$ cat config.mk
export PLATFORM = sky130hd
export DESIGN_NAME = otpic_crc_pass
export DESIGN_NICKNAME = d
export VERILOG_FILES = /design/src/verilog/otpic_pkg.sv /design/src/verilog/otpic_crc_pass.sv
export SDC_FILE = /design/constraint.sdc
export NUM_CORES = 1
export LEC_CHECK = 0
export ABC_AREA = 1
export BUFFER_PORTS_ARGS = -buffer_cell sky130_fd_sc_hd__buf_4
export CAP_MARGIN = 20
export CORE_MARGIN = 1
export CORE_UTILIZATION = 48
export CTS_CLUSTER_DIAMETER = 40
export DETAILED_ROUTE_END_ITERATION = 7
export GPL_TIMING_DRIVEN = 0
export PLACE_DENSITY = 0.85
export SKIP_LAST_GASP = 1
export SLEW_MARGIN = 20
export SYNTH_ARGS = -nofsm -noshare
export SYNTH_HDL_FRONTEND = slang
export SYNTH_SLANG_ARGS = --single-unit
$ cat constraint.sdc
create_clock -name clock -period 4.8 [get_ports clock]
set_clock_uncertainty 0.05 [all_clocks]
set_input_delay 0.72 -clock clock [delete_from_list [all_inputs] [get_ports clock]]
set_output_delay 0.72 -clock clock [all_outputs]
set_load 0.01 [all_outputs]
$ cat src/verilog/otpic_pkg.sv
/*
  Shared constants of the configuration-array integrity checker:
  register offsets, status bit positions, reset values, CRC seed and
  polynomial taps.
  Assumes nothing of its surroundings; imported by both design files.
*/
package otpic_pkg;

  // Register map, one byte per address
  localparam int unsigned OTPIC_NUM_REGS = 14;
  localparam logic [3:0] OTPIC_FACT_FIRST = 4'h0;
  localparam logic [3:0] OTPIC_FACT_LAST = 4'h4;
  localparam logic [3:0] OTPIC_USER_FIRST = 4'h5;
  localparam logic [3:0] OTPIC_USER_LAST = 4'hB;
  localparam logic [3:0] OTPIC_STATUS_ADDR = 4'hC;
  localparam logic [3:0] OTPIC_MAKER_ADDR = 4'hD;

  // Health status register bit positions
  localparam int unsigned OTPIC_ST_ONE_BIT = 0;
  localparam int unsigned OTPIC_ST_OFFSET_BIT = 1;
  localparam int unsigned OTPIC_ST_FACT_BIT = 2;
  localparam int unsigned OTPIC_ST_OCINIT_BIT = 3;
  localparam int unsigned OTPIC_ST_USER_BIT = 4;
  localparam int unsigned OTPIC_ST_TEST_BIT = 6;

  // Values after reset
  localparam logic [7:0] OTPIC_REG_RESET = 8'h00;
  localparam logic [7:0] OTPIC_STATUS_RESET = 8'h57;
  localparam logic [2:0] OTPIC_CODE_RESET = 3'h0;

  // CRC: x^3 + x + 1, seeded with all ones
  localparam int unsigned OTPIC_CRC_W = 3;
  localparam logic [2:0] OTPIC_CRC_SEED = 3'h7;

  // Default width of the factory configuration field (lock excluded)
  localparam int unsigned OTPIC_FACT_CFG_W = 8;

  // Pass engine states, one-hot
  typedef enum logic [1:0] {
    OTPIC_ST_IDLE = 2'b01,
    OTPIC_ST_RUN = 2'b10
  } otpic_state_t;

  // One serial CRC step, bit enters at the high end of the polynomial
  function automatic logic [2:0] otpic_crc_step(input logic [2:0] crc,
                                                input logic din);
    logic fb;
    fb = crc[2] ^ din;
    otpic_crc_step = {crc[1], crc[0] ^ fb, fb};
  endfunction

endpackage
$ cat src/verilog/otpic_crc_pass.sv
/*
  Serial CRC pass engine: walks a bit vector from bit 0 upward, one
  bit per clock, and reports the finished CRC with a one-cycle pulse.
  Assumes the vector is stable or slowly changing; clock and reset
  are those of the parent.
*/
`timescale 1ns/100ps
module otpic_crc_pass
  import otpic_pkg::*;
#(
  parameter int unsigned DATA_W = 64
) (
  // Clock and reset
  input wire logic clock,
  input wire logic resetn,
  // Control
  input wire logic run,
  // Covered bits, bit 0 enters first
  input wire logic [DATA_W-1:0] bits,
  // Result
  output logic [2:0] crc_out,
  output logic done
);

  localparam int unsigned IDX_W = $clog2(DATA_W);
  localparam logic [IDX_W-1:0] LAST_IDX = IDX_W'(DATA_W - 1);

  otpic_state_t state_q, state_d; // Engine state
  logic [IDX_W-1:0] idx_q, idx_d; // Current bit index
  logic [2:0] crc_q, crc_d; // Running CRC
  logic [2:0] res_q; // Last finished CRC
  logic done_q; // End-of-pass pulse

  // Wires for the step and the pass end
  wire logic cur_bit = bits[idx_q];
  wire logic [2:0] crc_next = otpic_crc_step(crc_q, cur_bit);
  wire logic last_bit = (idx_q == LAST_IDX);
  wire logic pass_end = (state_q == OTPIC_ST_RUN) && last_bit;

  // Next-state logic: passes follow back to back while running
  always_comb begin
    state_d = state_q;
    idx_d = idx_q;
    crc_d = crc_q;
    case (state_q)
      OTPIC_ST_IDLE: begin
        // Seed fresh before every pass
        idx_d = '0;
        crc_d = OTPIC_CRC_SEED;
        if (run) begin
          state_d = OTPIC_ST_RUN;
        end
      end
      OTPIC_ST_RUN: begin
        // LSB first, ascending addresses
        if (last_bit) begin
          idx_d = '0;
          crc_d = OTPIC_CRC_SEED;
          if (!run) begin
            state_d = OTPIC_ST_IDLE;
          end
        end else begin
          idx_d = idx_q + IDX_W'(1);
          crc_d = crc_next;
        end
      end
      default: begin
        state_d = OTPIC_ST_IDLE;
        idx_d = '0;
        crc_d = OTPIC_CRC_SEED;
      end
    endcase
  end

  // State registers
  always_ff @(posedge clock) begin
    if (!resetn) begin
      state_q <= OTPIC_ST_IDLE;
      idx_q <= '0;
      crc_q <= OTPIC_CRC_SEED;
      res_q <= OTPIC_CODE_RESET;
      done_q <= 1'b0;
    end else begin
      state_q <= state_d;
      idx_q <= idx_d;
      crc_q <= crc_d;
      done_q <= pass_end; // Pulse after a complete pass
      if (pass_end) begin
        res_q <= crc_next;
      end
    end
  end

  assign crc_out = res_q;
  assign done = done_q;

endmodule

==> out/metrics.csv, run 1 <==
stage;metric;value;unit
outcome;outcome;finished clean;
setup_path;worst-path maximum fanout;10;
setup_path;Slowest-stage cell, CP;dfxtp_1;
floorplan;Die X-Extent;54.3;um
route;via count;1703;
route;drt wl/cell;11.4;um
grt;GRT Total Usage;28.0;%
clock_tree;# resized after CTS;0;
timing;max_slew headroom;78.3;%
setup_path;CP bufs+invs;4;
final_layout;Final #Nets;378;
power;cell internal pwr;202;uW
grt;grt ovf;0;
setup_path;critical-path cell list;buf_6, inv_8, buf_6, nand2_2, nand2_1, a21oi_1, nand3_1, nand3_1, nand2_1, nand2_1, nand3_2, nand3_1, nand3_1, nand2_1, inv_1;
floorplan;Top Ports;71;
power;Flop pwr share;47.5;%
clock_tree;Num CTS Buffers;3;
final_layout;n_diodes;0;
clock_tree;CTS tree;yes;
synth;mapped cell area;0.00131;mm^2
synth;Seq/Total Area, Yosys;22.9;%
clock_tree;cts hold-fix bufs;0;
synth;Avg Cell Area, Syn;5.59;um^2
floorplan;Rows;18;
clock_tree;worst-skew pair later-pin latency;280;ps
timing;post-layout min period;1890;ps
power;combinational share of power;26.2;%
hold_path;Min-Delay Path Class;register to register;
final_layout;fin util;75.4;%
setup_path;Critical Path AT;2040;ps
synth;Yosys cell types;21;
placement;Placer Congestion;0.835;
clock_tree;register clock-pin slew on the reported worst setup and hold paths;90;ps
setup_path;Max stage delay on crit path;360;ps
synth;main area contributors after synthesis;nand2_1, dfxtp_1, nand3_1;
grt;first-pass GRT wire length;5930;um
route;drt first pass iters;4;
power;Power Dens Cells;140;mW/mm^2
power;Switch Pwr;64.3;uW
final_layout;most common cell after layout, fill and taps aside;nand2_1;
setup_path;startpoint types;register;
timing;fin. max-slew vios;0;
synth;top cell type's share of synthesized area;30.6;%
power;Sw Ratio;24.1;%
setup_path;CP endpoint kind;register;
route;DRC;0;
clock_tree;Post-CTS Setup Inserts;0;
floorplan;Die ar.;0.00295;mm^2
timing;Final Cycle Share;39.5;%
timing;unrepaired setup endpoints after global routing;false;
setup_path;WS Path Type;register to register;
route;DRT iter0 DRCs;43;
synth;Syn. warnings;0;
grt;pin count of the biggest net entering global routing;11;
synth;Synth Net Count;303;
setup_path;endpoint required time on the critical path;4940;ps
final_layout;layout cells sized above 1;31.1;%
clock_tree;maximum clock path buffer count;2;
placement;DP Wirelength;3090;um
grt;vias in the first global route;1506;
route;routed vias/inst;5.02;
floorplan;Initial Util;52.0;%
placement;IO Port Bufs;70;
clock_tree;clock root cell;clkbuf_4;
timing;setup violators final;0;
timing;final hold violation count;0;
grt;initial antenna violation count;0;
timing;FMAX;0.528;GHz
clock_tree;clk sinks;15;
setup_path;critical path's top delay family;simple AND/OR/NAND/NOR gates;
final_layout;synth-to-layout area growth;45.0;%
floorplan;Core Footprint;0.00252;mm^2
run;max cap viols;0;
power;peak supply drop;0.240;mV
route;post-route ant nets;0;
synth;cell taking the most area after synthesis;nand2_1;
synth;cell count after synthesis;235;
power;static leakage;1.04;nW
synth;Seq cells post-synth;15;
timing;setup TNS;0;ps
final_layout;commonest non-fill, non-tap cells in the layout;nand2_1, buf_4, nand3_1, nor2_1, inv_1;
clock_tree;total number of H-tree levels;1;
power;Clock power frac;26.3;%
floorplan;die outline height;54.3;um
timing;slew of the pin with the lowest slew margin;324;ps
route;wirelength, routed;3880;um
-- state kept, by name, summed over array words and instances (netlist names) --
name and flops:
idx_q 6, crc_q 3, crc_out 3, done 1
state_q 2
-- layout make-up --
class | count | area (um^2)
multi-input combinational | 191 | 843
inverter | 21 | 86.3
buffer | 8 | 82.6
clock inverter | 1 | 5.00
tap | 30 | 37.5
fill | 242 | 619
timing repair buffer | 70 | 526
sequential | 15 | 300
clock buffer | 3 | 22.5
-- worst reg2reg max path, cell delays in order, from the launching register on --
cell	delay [ps]
dfxtp_1	360
buf_6	160
inv_8	50
buf_6	130
nand2_2	50
nand2_1	50
a21oi_1	120
nand3_1	100
nand3_1	130
nand2_1	70
nand2_1	70
nand3_2	90
nand3_1	140
nand3_1	110
nand2_1	80
inv_1	40
-- power by group through the flow --
stage          clock (mW)  sequential, mW  combinational [mW]
6_report           0.0702           0.127              0.0698
5_1_grt            0.0784           0.127              0.0772
3_5_place_dp            0           0.130              0.0695
2_1_floorplan           0           0.129              0.0241
4_1_cts            0.0737           0.127              0.0698
3_3_place_gp            0           0.129              0.0685
-- logic make-up (layout without fill, tap and decap cells) --
logic type,count (synthesis),after routing,synth area share [%]
buffers and inverters,29,103,12.9
DFF,15,15,22.9
AOI/OAI and AO/OA,16,16,6.48
and+or+nand+nor,174,174,56.8
adders and majority gates,1,1,0.953
-- metal layers --
layer  track usage (%)  vias to the layer above  routed length, um
met5                 0                        -                  0
li1                  -                      884                  -
met1              31.5                      747               1650
met2              52.8                       64               1900
met3              5.00                        8                270
met4              7.69                        0                 55
-- cells in the mapped netlist, drive strengths merged --
| cell | number |
|---|---|
| dfxtp | 15 |
| nor3b | 2 |
| nand2 | 112 |
| o21ai | 4 |
| a21oi | 10 |
| o21a | 1 |
| or2 | 1 |
| o21bai | 1 |
| nand3 | 38 |
| ha | 1 |
| nor2 | 20 |
| nand4 | 1 |
| inv | 21 |
| buf | 8 |
-- path summary, 6_finish.rpt --
| path | startpoint | to | slack (ps) | cells past startpoint |
|---|---|---|---|---|
| worst max register to register | idx_q[0] | crc_out[1] | 2910 | 15 |
| worst max-delay path | idx_q[0] | crc_out[1] | 2910 | 15 |
| worst min register to register | crc_q[1] | crc_q[2] | 420 | 1 |
| worst min-delay path | crc_q[1] | crc_q[2] | 420 | 1 |
-- through the flow --
stage	instance area [um^2]	hold WS (ps)	setup slack [ps]	total power, mW	instances
6_report	1900	417	2910	0.267	339
2_1_floorplan	1310	368	3090	0.154	235
5_1_grt	1900	433	2720	0.282	339
4_1_cts	1900	415	2910	0.270	339
3_5_place_dp	1880	387	2780	0.199	335
3_3_place_gp	1880	396	2840	0.198	335
Note: power is estimated with default switching activity, not from simulation.
==> inputs of run 2 (changes only) <==
- CORE_UTILIZATION: 48 -> 40
- PLACE_DENSITY: 0.85 -> 0.76
- clock period: 4.8 -> 1.6 ns (I/O delays scaled with it)
==> out/metrics.csv, run 2 (same netlist as run 1, synthesis figures left out) <==
stage;metric;value;unit;change
placement;IO Port Bufs;70;;unchanged
route;post-route ant nets;0;;unchanged
floorplan;die outline height;59.3;um;+9.2%
run;max cap viols;0;;unchanged
timing;post-layout min period;1770;ps;-120 ps
timing;FMAX;0.563;GHz;+6.8%
final_layout;most common cell after layout, fill and taps aside;nand2_1;;
floorplan;Top Ports;71;;unchanged
final_layout;synth-to-layout area growth;53.1;%;
grt;first-pass GRT wire length;6490;um;+9.4%
route;wirelength, routed;3970;um;+2.3%
final_layout;Finished Layout Cells;356;;+5.0%
grt;vias in the first global route;1537;;+2.1%
outcome;outcome;finished, violations left;;
clock_tree;maximum clock path buffer count;2;;unchanged
timing;max_slew headroom;80.4;%;+2.1 points
setup_path;Critical Path AT;1890;ps;-150 ps
clock_tree;register clock-pin slew on the reported worst setup and hold paths;90;ps;about the same
clock_tree;Num CTS Buffers;3;;unchanged
floorplan;Die ar.;0.00351;mm^2;+19%
timing;fin. max-slew vios;0;;unchanged
setup_path;r2r worst-path depth;9;;-6
timing;setup ws final;-175;ps;-3080 ps
power;combinational share of power;26.9;%;+0.7 points
grt;grt ovf;0;;unchanged
hold_path;hold path cells;2;;+1
setup_path;startpoint types;register;;
power;Sw Ratio;24.4;%;+0.28 points
power;Flop pwr share;47.1;%;-0.4 points
clock_tree;CTS tree;yes;;
route;via count;1689;;-0.82%
timing;final hold slack;137;ps;-280 ps
clock_tree;worst-skew pair later-pin latency;280;ps;about the same
grt;GRT Total Usage;23.5;%;-4.4 points
route;DRC;0;;unchanged
floorplan;Die X-Extent;59.3;um;+9.2%
setup_path;WS Path Type;register to register;;
timing;setup violators final;9;;+9
final_layout;Biggest register;idx_q;;
floorplan;Core Footprint;0.00308;mm^2;+22%
final_layout;Final #Nets;381;;+0.79%
grt;initial antenna violation count;0;;unchanged
power;Switch Pwr;197;uW;+210%
clock_tree;clk sinks;15;;unchanged
final_layout;n_diodes;0;;unchanged
clock_tree;clock root cell;clkbuf_4;;
power;peak supply drop;0.419;mV;+75%
setup_path;R2R Path Start;idx_q[0];;
setup_path;worst-path maximum fanout;8;;-2
clock_tree;total number of H-tree levels;1;;unchanged
final_layout;layout cells sized above 1;36.2;%;+5.1 points
floorplan;Initial Util;42.6;%;-9.4 points
route;routed vias/inst;4.74;;-5.6%
power;static leakage;1.06;nW;+2.7%
placement;DP Wirelength;3040;um;-1.4%
power;Power Dens Cells;401;mW/mm^2;+190%
hold_path;Min-Delay Path Class;input pin to register;;
hold_path;worst min-delay path startpoint;resetn;;
final_layout;Filler cells;321;;+33%
grt;pin count of the biggest net entering global routing;11;;unchanged
clock_tree;cts hold-fix bufs;0;;unchanged
timing;Final Cycle Share;111;%;+71 points
setup_path;crit path launch;idx_q[0];;
route;DRT iter0 DRCs;91;;+110%
power;cell internal pwr;610;uW;+200%
route;drt wl/cell;11.2;um;-2.5%
final_layout;commonest non-fill, non-tap cells in the layout;nand2_1, buf_4, nand3_1, inv_1, nor2_1;;
power;Clock power frac;26.1;%;-0.2 points
placement;Placer Congestion;0.779;;-6.8%
placement;Inst Count DP;349;;+4.2%
timing;slew of the pin with the lowest slew margin;293;ps;-30.8 ps
setup_path;CP endpoint kind;register;;
route;drt first pass iters;4;;unchanged
final_layout;fin util;65.3;%;-10 points
setup_path;endpoint required time on the critical path;1720;ps;-3220 ps
timing;unrepaired setup endpoints after global routing;true;;
timing;final hold violation count;0;;unchanged
floorplan;Rows;20;;+2
outcome;failing checks;setup timing;;
final_layout;Largest register FFs;6;;unchanged
==> run 2: cell types whose count changed in the layout (fill, tap and decap cells not counted), sizes merged <==
| cell | delta |
|---|---|
| buf | +3 |
==> run 2: repair_timing <==
item	4_1_cts	5_1_grt
resized for setup	12	9
pin swaps	10	12
buffers inserted	2	0
endpoints found under the setup margin	7	15
cloned	1	0
==> run 2: power groups by stage <==
stage / registers, mW / clock network (mW) / logic, mW
3_3_place_gp: 0.388 / 0 / 0.206
4_1_cts: 0.380 / 0.219 / 0.214
6_report: 0.380 / 0.210 / 0.217
2_1_floorplan: 0.388 / 0 / 0.0724
5_1_grt: 0.380 / 0.228 / 0.241
3_5_place_dp: 0.388 / 0 / 0.208
==> run 2: per-stage QoR <==
step                worst slack, ps  TNS, ps  total power [mW]  area, um^2
finish                         -175     -740             0.807        2010
global route                   -350    -3290             0.849        2010
CTS                            -167     -568             0.813        1980
detailed placement             -228     -589             0.597        1890
global placement               -217     -538             0.594        1890
floorplan                      16.7        0             0.461        1310
==> run 2: path summary, 6_finish.rpt <==
kind	slack (ps)	endpoint
worst max-delay path	-170	crc_q[2]
worst min-delay path	140	state_q[0]
worst max register to register	-170	crc_q[2]
worst min register to register	420	crc_q[2]
==> run 2: final cells by class <==
class	instances	area, um^2	share of cell area [%]
clock inverters	1	5.00	0.249
multi-input cells	191	887	44.1
plain buffers	8	93.8	4.67
repair buffers	73	552	27.5
inverters	21	88.8	4.42
well taps	44	55.1	2.74
clock buffers	3	22.5	1.12
flip-flops and latches	15	305	15.2
==> run 2: critical path, stage by stage (launching register included) <==
cell and delay [ps]:
dfxtp_2 330, buf_4 120, ha_1 200, nand2_1 80
nor2_1 40, inv_1 70, nor2_1 50, nand2_1 130
nand3_1 250, or2_2 340
==> run 2: per-layer routing <==
layer  global-route usage (%)  wire [um]  part of all wire [%]  vias up
met2                     42.9       1960                    49       61
met4                     2.38         36                  0.91        0
met3                     4.15        325                   8.2        5
met5                        0          0                     0        -
met1                     29.6       1650                    41      725
li1                         -          -                     -      898
